File: src/rtl/system_register_write_guard_map.svh
`ifndef SYSTEM_REGISTER_WRITE_GUARD_MAP_SVH
`define SYSTEM_REGISTER_WRITE_GUARD_MAP_SVH

// register bus geometry
`define SRWG_ADDR_W          8
`define SRWG_DATA_W          16

// byte offsets of the 16-bit registers
`define SRWG_KEY_OFS         8'h00
`define SRWG_PCTRL_OFS       8'h02
`define SRWG_WCTRL_OFS       8'h04
`define SRWG_STAT_OFS        8'h06

// key that opens the guard
`define SRWG_UNLOCK_KEY      16'h0096

// reset values
`define SRWG_KEY_RST         16'h0000
`define SRWG_PCTRL_RST       16'h0000
`define SRWG_WCTRL_RST       16'h0000

// default guarded bit masks of the two control registers
`define SRWG_PCTRL_WP        16'hFF00
`define SRWG_WCTRL_WP        16'h00FF

// status register fields
`define SRWG_STAT_OPEN_BIT   0
`define SRWG_STAT_DROP_BIT   1

`endif

File: src/rtl/system_register_write_guard_pkg.sv
package system_register_write_guard_pkg;

`include "system_register_write_guard_map.svh"

   typedef logic [`SRWG_DATA_W-1:0] word_t;
   typedef logic [`SRWG_ADDR_W-1:0] addr_t;

   typedef struct packed
   {
      word_t key;
      word_t protCtrl;
      word_t woCtrl;
      logic  unlocked;
      logic  dropped;
      word_t rdData;
   } guard_state_s;

endpackage : system_register_write_guard_pkg

File: src/rtl/system_register_write_guard.sv
`timescale 1ns/10ps

// Functional notes
// - writing key 0x0096 to the key field removes write protection
// - writing any other key value restores write protection
// - while protected, writes to guarded bits are dropped, contents kept
// - only guarded bits are gated; other bits always take writes
// - unlocked state persists over any number of writes until relocked
// - key field is 16 bits, read/write, resets to 0x0000 so guard starts closed
module system_register_write_guard
   import system_register_write_guard_pkg::*;
#(
   parameter word_t PROT_WP_MASK = `SRWG_PCTRL_WP,
   parameter word_t WO_WP_MASK   = `SRWG_WCTRL_WP
)
(
   // clock and reset
   input  wire logic  mclk,
   input  wire logic  rst_b,
   // register port
   input  wire addr_t addr,
   input  wire word_t wrData,
   input  wire logic  wrEn,
   input  wire logic  rdEn,
   output      word_t rdData,
   // guarded control outputs
   output      word_t protCtrl,
   output      word_t woCtrl,
   // guard state
   output      logic  unlocked,
   output      logic  dropped
);

   guard_state_s st;
   guard_state_s next_st;

   word_t keyField;
   word_t statWord;

   assign keyField = st.key;
   assign rdData   = st.rdData;
   assign protCtrl = st.protCtrl;
   assign woCtrl   = st.woCtrl;
   assign unlocked = st.unlocked;
   assign dropped  = st.dropped;

   always_comb
   begin
      statWord = '0;
      statWord[`SRWG_STAT_OPEN_BIT] = st.unlocked;
      statWord[`SRWG_STAT_DROP_BIT] = st.dropped;
   end

   always_comb
   begin
      next_st = st;
      // read data lives for exactly one cycle
      next_st.rdData = '0;

      if (wrEn)
      begin
         unique case (addr)
            `SRWG_KEY_OFS:
            begin
               // key register itself is never gated
               next_st.key      = wrData;
               // open only on the exact key, anything else closes
               next_st.unlocked = (wrData == `SRWG_UNLOCK_KEY);
            end
            `SRWG_PCTRL_OFS:
            begin
               if (st.unlocked)
               begin
                  next_st.protCtrl = wrData;
               end
               else
               begin
                  // guarded bits hold, free bits follow the write
                  next_st.protCtrl = (st.protCtrl & PROT_WP_MASK)
                                   | (wrData & ~PROT_WP_MASK);
               end
            end
            `SRWG_WCTRL_OFS:
            begin
               if (st.unlocked)
               begin
                  next_st.woCtrl = wrData;
               end
               else
               begin
                  next_st.woCtrl = (st.woCtrl & WO_WP_MASK)
                                 | (wrData & ~WO_WP_MASK);
               end
            end
            `SRWG_STAT_OFS:
            begin
               // write one to clear the dropped-write flag
               if (wrData[`SRWG_STAT_DROP_BIT])
               begin
                  next_st.dropped = 1'b0;
               end
            end
            default:
            begin
               // unmapped write is ignored
            end
         endcase

         // a blocked write sets the flag; set after clear so set wins
         if (!st.unlocked
             && (((addr == `SRWG_PCTRL_OFS) && (PROT_WP_MASK != '0))
              || ((addr == `SRWG_WCTRL_OFS) && (WO_WP_MASK != '0))))
         begin
            next_st.dropped = 1'b1;
         end
      end

      if (rdEn)
      begin
         unique case (addr)
            `SRWG_KEY_OFS:
            begin
               next_st.rdData = st.key;
            end
            `SRWG_PCTRL_OFS:
            begin
               next_st.rdData = st.protCtrl;
            end
            `SRWG_WCTRL_OFS:
            begin
               // write-only guarded bits read as zero
               next_st.rdData = st.woCtrl & ~WO_WP_MASK;
            end
            `SRWG_STAT_OFS:
            begin
               next_st.rdData = statWord;
            end
            default:
            begin
               next_st.rdData = '0;
            end
         endcase
      end
   end

   always_ff @(posedge mclk or negedge rst_b)
   begin
      if (!rst_b)
      begin
         // guard comes up closed
         st.key      <= `SRWG_KEY_RST;
         st.protCtrl <= `SRWG_PCTRL_RST;
         st.woCtrl   <= `SRWG_WCTRL_RST;
         st.unlocked <= 1'b0;
         st.dropped  <= 1'b0;
         st.rdData   <= '0;
      end
      else
      begin
         st <= next_st;
      end
   end
endmodule : system_register_write_guard

File: config.mk
export PLATFORM = sky130hd
export DESIGN_NAME = system_register_write_guard
export DESIGN_NICKNAME = d
export VERILOG_FILES = /design/src/rtl/system_register_write_guard_pkg.sv /design/src/rtl/system_register_write_guard.sv
export VERILOG_INCLUDE_DIRS = /design/src /design/src/rtl
export SDC_FILE = /design/constraint.sdc
export NUM_CORES = 1
export LEC_CHECK = 0
export ABC_AREA = 1
export BUFFER_PORTS_ARGS = -buffer_cell sky130_fd_sc_hd__buf_2
export CAP_MARGIN = 25
export CORE_MARGIN = 3
export CORE_UTILIZATION = 45
export CTS_BUF_LIST = sky130_fd_sc_hd__clkbuf_8
export DETAILED_ROUTE_END_ITERATION = 10
export PLACE_DENSITY = 0.73
export SYNTH_ARGS = -nofsm -noshare
export SYNTH_HDL_FRONTEND = slang
export SYNTH_SLANG_ARGS = --single-unit
File: constraint.sdc
create_clock -name mclk -period 3 [get_ports mclk]
set_input_delay 0.6 -clock mclk [delete_from_list [all_inputs] [get_ports mclk]]
set_output_delay 0.6 -clock mclk [all_outputs]
set_load 0.01 [all_outputs]
==> run metrics <==
IO buf count=77; wire length per cell=between 10 and 15 um; design area=between 3000 and 4000 um2; Setup-failing EPs final=0; total power=1.69 mW; Clk pwr share=37.8%; Crit Path Max Fanout=34; Total Wirelength=6.35 mm; drt pass-1 iters=4; Clock Sinks=66; cell taking the most area after synthesis=dfrtp_1; cell area after synthesis=2980 um2; critical path endpoint category=register; PnR worst setup slack=1.28 ns; fin nets=430; register bit total from synthesis=66; vias=2,343; P_leak=a little over 2 nW; clk_skew=just under 0.007 ns; Synth Area in Compound Gates=12.2%; Slew headroom=a little over two fifths; hold buffer count at CTS=0; Syn Inst Count=323; Synth Area per Inst=9.23 um2; worst slew pin tran=roughly 0.85 ns; die footprint=7640 um2; CTS tree=built; simple logic cell fraction of the synthesized area=24.7%; DRC Markers=0; row cnt=29; DP Cell Count=468; H-tree levels=3; Non-Filler Instances=around 480; multi-input logic area=1100 um2; GPL Wtd Cong=0.771; later-pin clock latency in the skew report=roughly 0.34 ns; Clock Path Buffers=2; Die Y=87.4 um; Root Buffer=clkbuf_8; total grt overflow=0; status=finished clean; register area=between 1500 and 2000 um2; final hold viol count=0; crit path DAT=1.94 ns; reg2reg setup slack=1.87 ns; initial antenna violation count=0; Yosys warning count=0; Switching Power=438 uW; Final Max Tran Viols=0; DP Area=between 3000 and 4000 um2; Max-Cap Viols=0; combinational fraction of design power=7.3%; # IOs=78; first-pass GRT wire length=10.5 mm; synthesized-area fraction occupied by adder cells=0%; worst min path class=input pin to async pin; All-Layer GR Usage=18.0%; fmax=between 0.5 and 0.6 GHz; Setup Buffers After CTS=0; initial core utilization=approximately 47%; sequential element share of the synthesized area=55.4%; syn_nets=between 300 and 400; Setup TNS=0 ns; ant diodes=0; HPWL after DPL=around 4.6 mm; RSZ-0062 raised after global routing=false; clock slew at reported path FFs=0.07 ns; Synth area leaders=dfrtp_1 (55%), nand2_1 (14%), o21ai_2 (7.3%); minimum clock period=1.72 ns; PostCTS Resize Cnt=0; top cell type's share of synthesized area=55.4%; post-route antenna net violation count=0; Filler cells=600; post-place setup slack=slightly above 0.9 ns; PwrDens=about 480 nW/um2; post-synthesis xor/xnor area fraction=0%; Flop pwr share=between 50% and 60%; mux share of post-synthesis cell area=0%; Syn-to-layout area delta=18.9%; worst endpoint required time=3.22 ns; fin crit share=between 50% and 60%; CTS Buf Count=9; critical setup path kind=input pin to register; largest net degree at the start of global routing=40; peak supply drop=0.250 mV; DIE WIDTH=roughly 87 um; mean number of vias per cell=4.85; Distinct cells, synth=24; core area=approximately 6400 um2; Startpoint Class=input pin; P_int=1.25 mW; First DRT Iteration DRCs=about 150; main combinational cell family by area after synthesis=simple AND/OR/NAND/NOR gates; share of cells above drive strength 1=34.5%; vias in the first global route=roughly 2,300; Sw Share=25.9%
cell usage in the layout (no fill, tap or decap), types with 2 or more instances in the layout:
cell,count
o21ai_2,25
a21oi_1,5
nor3_1,2
nor2_1,14
buf_2,77
nand2_4,4
buf_4,2
o21ai_1,23
nand3_4,2
clkinv_2,2
nand2_2,6
nand2_1,109
clkbuf_8,9
inv_1,33
nor2_4,3
clkinv_4,2
dfrtp_1,66
nor2_2,4
nand3_1,11
area by class of cell:
class	instances	share of cell area [%]
repair buffers	79	11.3
inverters	34	3.60
well taps	77	2.72
flip-flops and latches	66	46.6
clock inverters	6	1.24
clock buffers	9	3.49
multi-input cells	212	31.1
registers in the layout, summed over array words and instances, names as in the netlist:
| name | cells |
|---|---|
| protCtrl | 16 |
| rdData | 16 |
| woCtrl | 16 |
| unlocked | 1 |
| dropped | 1 |
| keyField | 16 |
kinds of logic (layout without fill, tap and decap cells):
logic type      after synthesis  in the layout
simple gates                158            158
flops                        66             66
compound gates               54             54
buf+inv                      45            128
cells in the mapped netlist:
library cell,number
nand2_4,4
nor3_1,2
nand4_1,1
o21ai_1,23
nor2_4,3
o21ai_0,1
buf_2,2
nor2_1,14
dfrtp_1,66
clkbuf_1,1
nor3b_1,1
buf_8,1
a21oi_1,5
nand2_2,6
nand3_4,2
buf_6,5
nor2_8,1
inv_1,33
o21ai_2,25
nand2_1,109
buf_4,2
nand3_1,11
nor2_2,4
inv_2,1
metal layers:
metal,GRT usage (%),wire (um)
met1,23.9,2810
met2,28.5,3070
met3,5.01,400
met4,5.86,69
met5,0,0
metrics by stage:
step           hold WS (ns)  util (%)
3_5_place_dp          0.470      52.9
2_1_floorplan         0.304         -
5_1_grt               0.419      55.5
3_3_place_gp          0.466      52.9
4_1_cts               0.385      55.5
6_report              0.361      55.5
final timing paths:
| check | from | to | depth (start not counted) |
|---|---|---|---|
| hold reg to reg | keyField[4] | keyField[4] | 2 |
| max in group asynchronous | rst_b | protCtrl[12] | 2 |
| min in group mclk | keyField[4] | keyField[4] | 2 |
| hold / removal | rst_b | woCtrl[0] | 1 |
| setup / recovery | addr[7] | keyField[3] | 7 |
| setup reg to reg | unlocked | protCtrl[15] | 3 |
power groups by stage:
stage | logic, mW | registers (mW) | clock network (mW)
2_1_floorplan | 0.0521 | 0.948 | 0
3_3_place_gp | 0.124 | 0.944 | 0
5_1_grt | 0.141 | 0.930 | 0.698
6_report | 0.124 | 0.927 | 0.638
3_5_place_dp | 0.127 | 0.944 | 0
4_1_cts | 0.127 | 0.927 | 0.656
worst max-delay path, stage by stage:
cell	delay, ns
buf_2	0.10
nor2_2	0.14
nand2_4	0.12
nor2_4	0.40
nand2_4	0.33
nand2_1	0.17
o21ai_2	0.06
Power figures use the tool's default switching activity.
